### config.mk
export PLATFORM = sky130hd
export DESIGN_NAME = call_return_state_timing
export DESIGN_NICKNAME = d
export VERILOG_FILES = /design/src/hw/call_timing_pkg.sv /design/src/hw/cost_if.sv /design/src/hw/call_cost.sv /design/src/hw/call_return_state_timing.sv
export SDC_FILE = /design/constraint.sdc
export NUM_CORES = 1
export LEC_CHECK = 0
export BUFFER_PORTS_ARGS = -buffer_cell sky130_fd_sc_hd__buf_2
export CORE_MARGIN = 1
export CORE_UTILIZATION = 59
export CTS_BUF_LIST = sky130_fd_sc_hd__clkbuf_8
export DETAILED_ROUTE_END_ITERATION = 10
export MAX_ROUTING_LAYER = met4
export PLACE_DENSITY = 0.86
export SLEW_MARGIN = 0
export SYNTH_ARGS = -nofsm -noshare
export SYNTH_HDL_FRONTEND = slang
export SYNTH_SLANG_ARGS = --single-unit
### constraint.sdc
create_clock -name REF_CLK_IN -period 4.8 [get_ports REF_CLK_IN]
set_input_delay 0.48 -clock REF_CLK_IN [delete_from_list [all_inputs] [get_ports REF_CLK_IN]]
set_output_delay 0.48 -clock REF_CLK_IN [all_outputs]
set_load 0.05 [all_outputs]
### src/hw/call_timing_pkg.sv
// Functional notes
// RQ1: Extended indirect call: 3 bytes/14 states binary, 2 bytes/13 states source.
// RQ2: Long indirect call: 3 bytes/10 states binary, 2 bytes/9 states source.
// RQ3: Internal execution, internal odd destination adds one state.
// RQ4: External destination adds two states.
// RQ5: Interrupt-frame setting of 1 adds five states to a framed return.
// RQ6: All applicable surcharges add together onto the base count.
package call_timing_pkg;

  // ****************************************
  // Widths
  // ****************************************
  localparam int STATE_W = 5;
  localparam int BYTE_W = 3;

  // ****************************************
  // Instruction kinds
  // ****************************************
  typedef enum logic [1:0] {
    KIND_EXTENDED_CALL = 2'b00,
    KIND_LONG_CALL = 2'b01,
    KIND_FRAMED_RETURN = 2'b10,
    KIND_UNUSED = 2'b11
  } kind_t;

  // ****************************************
  // Lengths and base state counts
  // ****************************************
  localparam logic [BYTE_W-1:0] EXT_CALL_BYTES_BIN = 3'h3;
  localparam logic [BYTE_W-1:0] EXT_CALL_BYTES_SRC = 3'h2;
  localparam logic [STATE_W-1:0] EXT_CALL_STATES_BIN = 5'h0e;
  localparam logic [STATE_W-1:0] EXT_CALL_STATES_SRC = 5'h0d;
  localparam logic [BYTE_W-1:0] LONG_CALL_BYTES_BIN = 3'h3;
  localparam logic [BYTE_W-1:0] LONG_CALL_BYTES_SRC = 3'h2;
  localparam logic [STATE_W-1:0] LONG_CALL_STATES_BIN = 5'h0a;
  localparam logic [STATE_W-1:0] LONG_CALL_STATES_SRC = 5'h09;

  // ****************************************
  // Surcharges
  // ****************************************
  localparam logic [STATE_W-1:0] ODD_INTERNAL_EXTRA = 5'h01;
  localparam logic [STATE_W-1:0] EXTERNAL_DEST_EXTRA = 5'h02;
  localparam logic [STATE_W-1:0] FRAME_EXTRA = 5'h05;
  localparam logic FRAME_SETTING_ON = 1'b1;

  // ****************************************
  // Sequencer
  // ****************************************
  localparam logic [STATE_W-1:0] LAST_STATE = 5'h01;

  typedef enum logic [0:0] {
    SEQ_IDLE = 1'b0,
    SEQ_RUN = 1'b1
  } seq_t;

endpackage : call_timing_pkg

### src/hw/cost_if.sv
`timescale 1ns/1ps
`default_nettype none
// Instruction description in, length and state cost out
interface cost_if;
  import call_timing_pkg::*;
  kind_t kind;
  logic source_mode;
  logic internal_exec;
  logic dest_external;
  logic dest_odd;
  logic frame_setting;
  logic legal;
  logic [BYTE_W-1:0] bytes;
  logic [STATE_W-1:0] states;
  modport calc (
    input kind, source_mode, internal_exec, dest_external, dest_odd,
    input frame_setting,
    output legal, bytes, states
  );
  modport user (
    output kind, source_mode, internal_exec, dest_external, dest_odd,
    output frame_setting,
    input legal, bytes, states
  );
endinterface : cost_if
`default_nettype wire

### src/hw/call_cost.sv
`timescale 1ns/1ps
`default_nettype none
module call_cost
  import call_timing_pkg::*;
#(
  parameter logic [BYTE_W-1:0] RETURN_BYTES = 3'h1,
  parameter logic [STATE_W-1:0] RETURN_BASE_STATES = 5'h07
) (
  cost_if.calc cost
);

  logic [STATE_W-1:0] base;
  logic [STATE_W-1:0] extra_odd;
  logic [STATE_W-1:0] extra_ext;
  logic [STATE_W-1:0] extra_frame;

  // ****************************************
  // Base cost per kind and mode
  // ****************************************
  always_comb begin
    cost.legal = 1'b1;
    cost.bytes = RETURN_BYTES;
    base = RETURN_BASE_STATES;
    unique case (cost.kind)
      KIND_EXTENDED_CALL: begin
        cost.bytes = cost.source_mode ? EXT_CALL_BYTES_SRC
                                      : EXT_CALL_BYTES_BIN; // RQ1
        base = cost.source_mode ? EXT_CALL_STATES_SRC
                                : EXT_CALL_STATES_BIN; // RQ1
      end
      KIND_LONG_CALL: begin
        cost.bytes = cost.source_mode ? LONG_CALL_BYTES_SRC
                                      : LONG_CALL_BYTES_BIN; // RQ2
        base = cost.source_mode ? LONG_CALL_STATES_SRC
                                : LONG_CALL_STATES_BIN; // RQ2
      end
      KIND_FRAMED_RETURN: begin
        cost.bytes = RETURN_BYTES;
        base = RETURN_BASE_STATES;
      end
      KIND_UNUSED: begin
        cost.legal = 1'b0;
      end
    endcase
  end

  // ****************************************
  // Surcharges, summed onto the base
  // ****************************************
  // Odd penalty only bites with internal execution and internal target
  assign extra_odd = (cost.internal_exec && !cost.dest_external &&
                      cost.dest_odd) ? ODD_INTERNAL_EXTRA : '0; // RQ3
  assign extra_ext = cost.dest_external ? EXTERNAL_DEST_EXTRA : '0; // RQ4
  assign extra_frame = (cost.kind == KIND_FRAMED_RETURN &&
                        cost.frame_setting == FRAME_SETTING_ON)
                       ? FRAME_EXTRA : '0; // RQ5
  assign cost.states = base + extra_odd + extra_ext + extra_frame; // RQ6

endmodule : call_cost
`default_nettype wire

### src/hw/call_return_state_timing.sv
`timescale 1ns/1ps
`default_nettype none
module call_return_state_timing
  import call_timing_pkg::*;
#(
  parameter logic [BYTE_W-1:0] RETURN_BYTES = 3'h1,
  parameter logic [STATE_W-1:0] RETURN_BASE_STATES = 5'h07
) (
  input wire logic REF_CLK_IN,
  input wire logic RESET_IN,
  input wire logic START_IN,
  input wire logic [1:0] KIND_IN,
  input wire logic SOURCE_MODE_IN,
  input wire logic INTERNAL_EXEC_IN,
  input wire logic DEST_EXTERNAL_IN,
  input wire logic DEST_ODD_IN,
  input wire logic INTERRUPT_FRAME_SETTING_IN,
  output logic BUSY_OUT,
  output logic DONE_OUT,
  output logic REFUSED_OUT,
  output logic [BYTE_W-1:0] BYTES_OUT,
  output logic [STATE_W-1:0] STATES_OUT
);

  // ****************************************
  // Elaboration checks
  // ****************************************
  // Catch parameter sets that the sequencer cannot count, and a zero return length
  // Worst sum must fit the counter, else the count would wrap
  localparam int WORST = 32'(RETURN_BASE_STATES) + 32'(ODD_INTERNAL_EXTRA)
                       + 32'(EXTERNAL_DEST_EXTRA) + 32'(FRAME_EXTRA);
  // Calls never pay the frame surcharge; the other two summed for margin
  localparam int WORST_CALL = 32'(EXT_CALL_STATES_BIN)
                            + 32'(ODD_INTERNAL_EXTRA)
                            + 32'(EXTERNAL_DEST_EXTRA);
  generate
    if (WORST >= (1 << STATE_W)) begin : g_bad_base
      $error("Return base state count overflows the state counter");
    end
    if (WORST_CALL >= (1 << STATE_W)) begin : g_bad_call
      $error("Call state count overflows the state counter");
    end
    if (RETURN_BASE_STATES == '0) begin : g_zero_base
      $error("Return base state count must be at least one");
    end
    // A zero marker would leave the countdown stuck at its total and never end
    if (LAST_STATE == '0) begin : g_zero_last
      $error("Last state marker must be nonzero");
    end
    if (RETURN_BYTES == '0) begin : g_zero_bytes
      $error("Return length must be at least one byte");
    end
  endgenerate

  // ****************************************
  // Cost calculator
  // ****************************************
  // Pure logic on the live pins; only the taking edge stores
  // its result, so pins may change freely while busy
  cost_if cost ();

  // Pins into the calculator; kind 11 passes and is refused later
  assign cost.kind = kind_t'(KIND_IN);
  assign cost.source_mode = SOURCE_MODE_IN;
  assign cost.internal_exec = INTERNAL_EXEC_IN;
  assign cost.dest_external = DEST_EXTERNAL_IN;
  assign cost.dest_odd = DEST_ODD_IN;
  assign cost.frame_setting = INTERRUPT_FRAME_SETTING_IN;

  call_cost #(
    .RETURN_BYTES(RETURN_BYTES),
    .RETURN_BASE_STATES(RETURN_BASE_STATES)
  ) u_cost (
    .cost(cost)
  );

  // ****************************************
  // Request decode
  // ****************************************
  // One request at a time, N being its summed state count:
  //   taken at an edge, outputs valid just after that edge
  //   busy for cycles 1 to N, done in cycle N
  //   next request taken no earlier than the edge ending cycle N+1
  // Limitation: one idle cycle between requests, never back to back

  // Sequencer state
  seq_t seq_r, seq_nxt;
  logic busy_r, busy_nxt;
  logic [STATE_W-1:0] cnt_r, cnt_nxt;
  logic done_r, done_nxt;

  // Held result
  logic [STATE_W-1:0] states_r, states_nxt;
  logic [BYTE_W-1:0] bytes_r, bytes_nxt;

  // Refusal pulse
  logic refused_r, refused_nxt;

  // Decode
  logic idle;
  logic take;

  // Only an idle sequencer takes; nothing is ever queued
  // Take is the only event that loads the counter and the result
  assign idle = (seq_r == SEQ_IDLE);
  assign take = idle && START_IN && cost.legal;

  // ****************************************
  // State sequencer
  // ****************************************
  // Counts down to the marker, so the end test is against a constant
  // rather than against the stored total
  always_comb begin
    seq_nxt = seq_r;
    busy_nxt = busy_r;
    cnt_nxt = cnt_r;
    done_nxt = 1'b0;
    unique case (seq_r)
      SEQ_IDLE: begin
        // Refused or absent requests leave the sequencer idle
        if (take) begin
          seq_nxt = SEQ_RUN;
          busy_nxt = 1'b1;
          cnt_nxt = cost.states; // RQ6
          // A one-state total is done in its first busy cycle
          done_nxt = (cost.states == LAST_STATE);
        end
      end
      SEQ_RUN: begin
        // Starts seen here are answered by the refusal group
        if (cnt_r == LAST_STATE) begin
          seq_nxt = SEQ_IDLE;
          busy_nxt = 1'b0;
          cnt_nxt = '0;
        end else begin
          cnt_nxt = cnt_r - LAST_STATE;
          // Done marks the final busy state of the instruction
          done_nxt = (cnt_r == LAST_STATE + LAST_STATE);
        end
      end
    endcase
  end

  // Synchronous reset; outputs read zero until the first request
  // Reset wins over a request at the same edge
  always_ff @(posedge REF_CLK_IN) begin
    if (RESET_IN) begin
      seq_r <= SEQ_IDLE;
      busy_r <= 1'b0;
      cnt_r <= '0;
      done_r <= 1'b0;
    end else begin
      seq_r <= seq_nxt;
      busy_r <= busy_nxt;
      cnt_r <= cnt_nxt;
      done_r <= done_nxt;
    end
  end

  // ****************************************
  // Result hold
  // ****************************************
  // Length and total stand until the next accepted request;
  // a refused request leaves them untouched
  always_comb begin
    states_nxt = states_r;
    bytes_nxt = bytes_r;
    if (take) begin
      states_nxt = cost.states; // RQ1
      bytes_nxt = cost.bytes; // RQ2
    end
  end

  // Registers only
  always_ff @(posedge REF_CLK_IN) begin
    if (RESET_IN) begin
      states_r <= '0;
      bytes_r <= '0;
    end else begin
      states_r <= states_nxt;
      bytes_r <= bytes_nxt;
    end
  end

  // ****************************************
  // Refusal
  // ****************************************
  // A start held high pulses refused on every busy cycle, so
  // callers should pulse start for one cycle
  always_comb begin
    refused_nxt = 1'b0;
    if (START_IN && !idle) begin
      // Busy, the done cycle included
      refused_nxt = 1'b1;
    end else if (START_IN && !cost.legal) begin
      // Idle, but the kind has no cost
      refused_nxt = 1'b1;
    end
  end

  // Registers only
  always_ff @(posedge REF_CLK_IN) begin
    if (RESET_IN) begin
      refused_r <= 1'b0;
    end else begin
      refused_r <= refused_nxt;
    end
  end

  // ****************************************
  // Outputs, all from flip-flops
  // ****************************************
  // Every pin a register: no decode glitches, one cycle of latency
  // Busy is its own flop, a copy of the sequencer state
  assign BUSY_OUT = busy_r;
  assign DONE_OUT = done_r;
  assign REFUSED_OUT = refused_r;
  assign BYTES_OUT = bytes_r;
  assign STATES_OUT = states_r;

endmodule : call_return_state_timing
`default_nettype wire

# ---- Yosys cells after proc, flatten, opt, wreduce, memory -nomap -nowiden
# Index checks and enable logic that the tools add are counted.
dict set report totals {
  wordCells 54
  register_bits 17
  input_bits 10
  output_inout_bits 11
}
dict set report op_classes {
  n_addsub 4
  n_bitwise 1
  n_mux 23
  n_reduce_logical 11
  n_eq_ne 8
}
# cell n
set ops {}
lappend ops {{one-hot mux 5 bit (2 select lines)} 2}
lappend ops {{adder 5 bit} 3}
lappend ops {{two-way mux 1 bit} 11}
lappend ops {{equality test 5 x 1 -> 1 bit (second input constant)} 2}
lappend ops {{two-way mux 5 bit} 2}
lappend ops {{logical AND 1 bit} 7}
lappend ops {{two-way mux 2 bit} 3}
lappend ops {{two-way mux 3 bit} 2}
lappend ops {{one-hot mux 1 bit (2 select lines)} 3}
lappend ops {{equality test 5 x 2 -> 1 bit (second input constant)} 1}
lappend ops {{subtractor 5 x 1 -> 5 bit (second input constant)} 1}
lappend ops {{equality test 2 bit (second input constant)} 2}
lappend ops {{!= test 2 x 1 -> 1 bit (second input constant)} 2}
lappend ops {{equality test 2 x 1 -> 1 bit (second input constant)} 1}
lappend ops {{zero test 2 bit} 1}
lappend ops {{AND reduction 2 bit} 1}
lappend ops {{OR reduction 2 bit} 1}
lappend ops {{zero test 1 bit} 1}
lappend ops {{NOT 1 bit} 1}

# ---- Logic depth before layout (Yosys ltp)
dict set report logic_depth {
  depth_word 10
  ltp_mapped 9
  ltp_nobuf 8
}

# ---- By module
# From an unflattened synthesis, not the netlist that was laid out.
dict set report hier_totals {
  cells_unflattened 120
  area_unflattened_um2 991.0
}
# mod seq_area_each_um2 n_inst area_each_um2 cells_each
set modules_own_cells {}
lappend modules_own_cells {call_return_state_timing 340.3 1 824.5 96}
lappend modules_own_cells {call_cost 0.0 1 166.4 24}

# ---- Worst setup path before layout
# No wires, ideal clock.
dict set report synth_path {
  path_type {input port to flip-flop}
  start {input KIND_IN[1]}
  end {register cnt_r[4]}
  n_path_buf 1
  arrival_time_ns 2.315
  t_required_ns 4.709
  setup_slack_ns 2.394
  cell_stages 9
  setup_time_ns 0.091
  cell_sequence {buf_2 > and3b_1 > inv_1 > fa_1 > fa_1 > o21ba_2 > nor2_1 > a211oi_1 > a311oi_1}
}
dict set report synth_between {
  elab_chain_len 7
  elab_cells_between_ends 15
  classes_between {add/sub: 3; eq/ne: 4; mux: 5; reduce/logical: 3}
}
# element line
set synth_lines {}
lappend synth_lines {{from (decl)} call_return_state_timing.sv:12} ;# input wire logic [1:0] KIND_IN,
lappend synth_lines {{equality test 2 x 1 -> 1 bit or zero test 2 bit (tied branches)} call_cost.sv:24} ;# unique case (cost.kind)
lappend synth_lines {{one-hot mux 5 bit (2 select lines)} call_cost.sv:24}
lappend synth_lines {{adder 5 bit (3 in series)} call_cost.sv:57} ;# assign cost.states = base + extra_odd + extra_ext + extra_frame;
lappend synth_lines {{two-way mux 5 bit} call_return_state_timing.sv:121} ;# if (take) begin
lappend synth_lines {{one-hot mux 5 bit (2 select lines)} call_return_state_timing.sv:118} ;# unique case (seq_r)
lappend synth_lines {{to (signal assigned)} call_return_state_timing.sv:155} ;# cnt_r <= cnt_nxt;
lappend synth_lines {{to (decl)} call_return_state_timing.sv:89} ;# logic [STATE_W-1:0] cnt_r, cnt_nxt;
# Parallel ways exist; a longest one is shown, timed or not. The select of a mux whose other input is x is not followed.
# A chain may end at the register's enable or synchronous reset.

# ---- Worst setup path after layout
dict set report layout_path {
  start {input KIND_IN[1]}
  end {register cnt_r[2]}
}
# The elaborated chain is that of the path after synthesis.

==> flow_summary.ini <==
[outcome]
status = finished, final reports clean

[floorplanning]
start_util = 0.6387
design.core.area_um2 = 1506
die_y_um = 42.39
dieArea_um2 = 1796
rows = 14
fp.dieW_um = 42.39
ios = 21

[power]
p_per_area_nw_per_um2 = 351.6
vdd_drop_max_v = 0.0002541
p_leak_nw = 0.4571

[critical_path]
critPathMaxFanout = 11
critPathKind = input pin to register
path_cells = buf_2 -> and3b_1 -> inv_1 -> fa_1 -> fa_1 -> xnor2_1 -> nor3_1 -> o22a_1 -> nor3_1
max_stage_delay_ns = 0.48
reg2reg_depth = 3
worstPathArrival_ns = 2.66
critical_path_depth = 9
cp_top_family = adder cells
cp.buffers_inverters = 2
cp-start-kind = input pin
crit_required_ns = 4.94
end_kind = register
cpMaxStageDelayCell = fa_1

[placed_design]
dpl.hpwl_um = 1425
place_area_um2 = 1028
io_buffers = 19
gp_congestion = 0.8693

[clock_network]
numCtsBuffers = 3
cts_root_buf = clkbuf_8
tritoncts = done
cts_hold_buf = 0
postCtsSetupRepairBufs = 0
insertion_delay_ns = 0.24
cts.clk_slew.worst_paths_ns = 0.06
cts.htree.levels = 1
cts-resized-gates = 0
clock_path_buffers = 2
cts.sinks = 16

[finish]
multi_input_area_um2 = 566.8
final_area_um2 = 1070
fill_cells = 114
area_delta_synth_final_pct = 11.18
nNetsFinal = 142
drive_above_1_share = 0.2520
n_antenna_cell = 0
ff_latch_area_um2 = 320.3

[grt]
grt_antenna_before_repair = 0
track_usage = 0.2542
grt_max_degree = 23
grt_pass1_vias = 711
grt_first_pass_wirelength_um = 3360
grt_overflow = 0

[detailed_routing]
route.detailed.drc = 0
num_vias = 843
post_drt_wl_per_cell_um = 14.37
drt_iter0_markers = 47
dr.pass1.iters = 4
via_per_inst = 6.065
routed_wl_um = 1997
ant_nets = 0

[synth]
synth.distinct_cells = 45
synth_area_um2 = 962.2
syn_inst = 109
synth-main-ff-cell = dfxtp_1
postSynthAreaPerCell_um2 = 8.827
synth-warning-count = 0
synthArstFlopShare = 0
ys_seq_elements = 16
synth.net_count = 126
synth-edff-count = 0
yosysSeqAreaShare = 0.3329

[sta]
setup_tns_ns = 0
period_minus_slack_ns = 2.514
hold_ws_ns = 0.4789
max_slew_margin = 0.5248
worst_pin_slew_ns = 0.7118
finalMaxSlewViolations = 0
rsz0062_at_grt = false
clock.fmax_mhz = 397.7
finalSetupViolCount = 0
hold_viol_final = 0
period_share = 0.5238
finalClockSkew_ns = 0.002561

[min_path]
min_path_cells = 2
hold_path_class = register to register

[flow_run]
drv_cap = 0
## area by class of cell
type | count | area share
Multi-Input combinational cell | 78 | 0.5298
Sequential cell | 16 | 0.2994
Timing Repair Buffer | 19 | 0.08889
Clock buffer | 3 | 0.03860
Inverter | 7 | 0.02456
Tap cell | 16 | 0.01871
## cells in the final DEF (no fill, tap or decap), types with 2 or more instances in the layout
cell type / netlist / routed
o21ai_0: 3 / 3
dfxtp_1: 16 / 16
xnor2_1: 2 / 2
nand3_1: 2 / 2
ha_1: 5 / 5
buf_2: 3 / 19
a21oi_1: 5 / 5
clkbuf_8: 0 / 3
a211oi_1: 2 / 2
nor3b_1: 3 / 3
nor2_1: 13 / 13
a211oi_2: 2 / 2
fa_1: 2 / 2
inv_1: 6 / 6
nand2_1: 4 / 4
nor3_1: 7 / 7
nand2b_1: 3 / 3
## cells in the mapped netlist, drive strengths merged, types with 2 or more instances
library cell / count / area, um2
a21oi: 5 / 25.02
ha: 5 / 62.56
nor3b: 3 / 22.52
dfxtp: 16 / 320.3
a211oi: 4 / 40.03
nand2b: 3 / 18.77
o21ai: 4 / 20.01
fa: 2 / 40.04
inv: 7 / 26.27
clkbuf: 2 / 7.510
xnor2: 2 / 17.52
nand3: 2 / 10.01
nand2: 4 / 15.01
buf: 6 / 41.28
nor3: 8 / 45.04
nor2: 14 / 55.06
## worst register-to-register path, delay by kind of cell (launching register included)
family | cells | cell delay, ns
flops | 1 | 0.78
compound gates | 1 | 0.25
simple gates | 2 | 0.57
## per-layer routing
| layer | part of all wire | routed length [um] | track usage |
|---|---|---|---|
| met1 | 0.47 | 934 | 0.3616 |
| met2 | 0.46 | 927 | 0.3785 |
| met3 | 0.068 | 135 | 0.04741 |
| met4 | 0 | 0 | 0.05625 |
| met5 | 0 | 0 | - |
## kinds of logic (layout without fill, tap and decap cells)
kind of cell / Yosys count / in the layout / synth area share
AND/OR/NAND/NOR: 41 / 41 / 0.2302
multiplexers: 1 / 1 / 0.01170
flip-flops: 16 / 16 / 0.3329
AO/OA/AOI/OAI: 25 / 25 / 0.2094
adder cells (fa/ha/maj): 7 / 7 / 0.1066
XOR/XNOR: 3 / 3 / 0.02731
buffers and inverters: 15 / 29 / 0.07801
other: 1 / 1 / 0.003897
## power breakdown
part | switching (mW) | total (mW) | internal [mW]
logic | 0.0718 | 0.115 | 0.0435
clock network | 0.0438 | 0.0993 | 0.0555
registers | 0.0155 | 0.161 | 0.146
## final timing paths
kind	start	to	slack, ns
setup reg to reg	seq_r	cnt_r[3]	3.09
hold reg to reg	STATES_OUT[2]	STATES_OUT[2]	0.48
hold / removal	STATES_OUT[2]	STATES_OUT[2]	0.48
setup / recovery	KIND_IN[1]	cnt_r[2]	2.29
## registers in the layout, summed over array words and instances (netlist names)
name,cells
BYTES_OUT,2
BUSY_OUT,1
cnt_r,5
seq_r,1
STATES_OUT,5
DONE_OUT,1
REFUSED_OUT,1
## per-stage QoR
| step | cells | setup WS [ns] | utilization | power (mW) |
|---|---|---|---|---|
| 2_1_floorplan | 109 | 2.394 | - | 0.2548 |
| 3_3_place_gp | 136 | 2.217 | 0.6827 | 0.2731 |
| 3_5_place_dp | 136 | 2.109 | 0.6827 | 0.2772 |
| 4_1_cts | 139 | 2.317 | 0.7101 | 0.3757 |
| 5_1_grt | 139 | 2.093 | 0.7101 | 0.3958 |
| 6_report | 139 | 2.286 | 0.7101 | 0.3761 |
No activity file was read; power rests on OpenSTA's default activity.
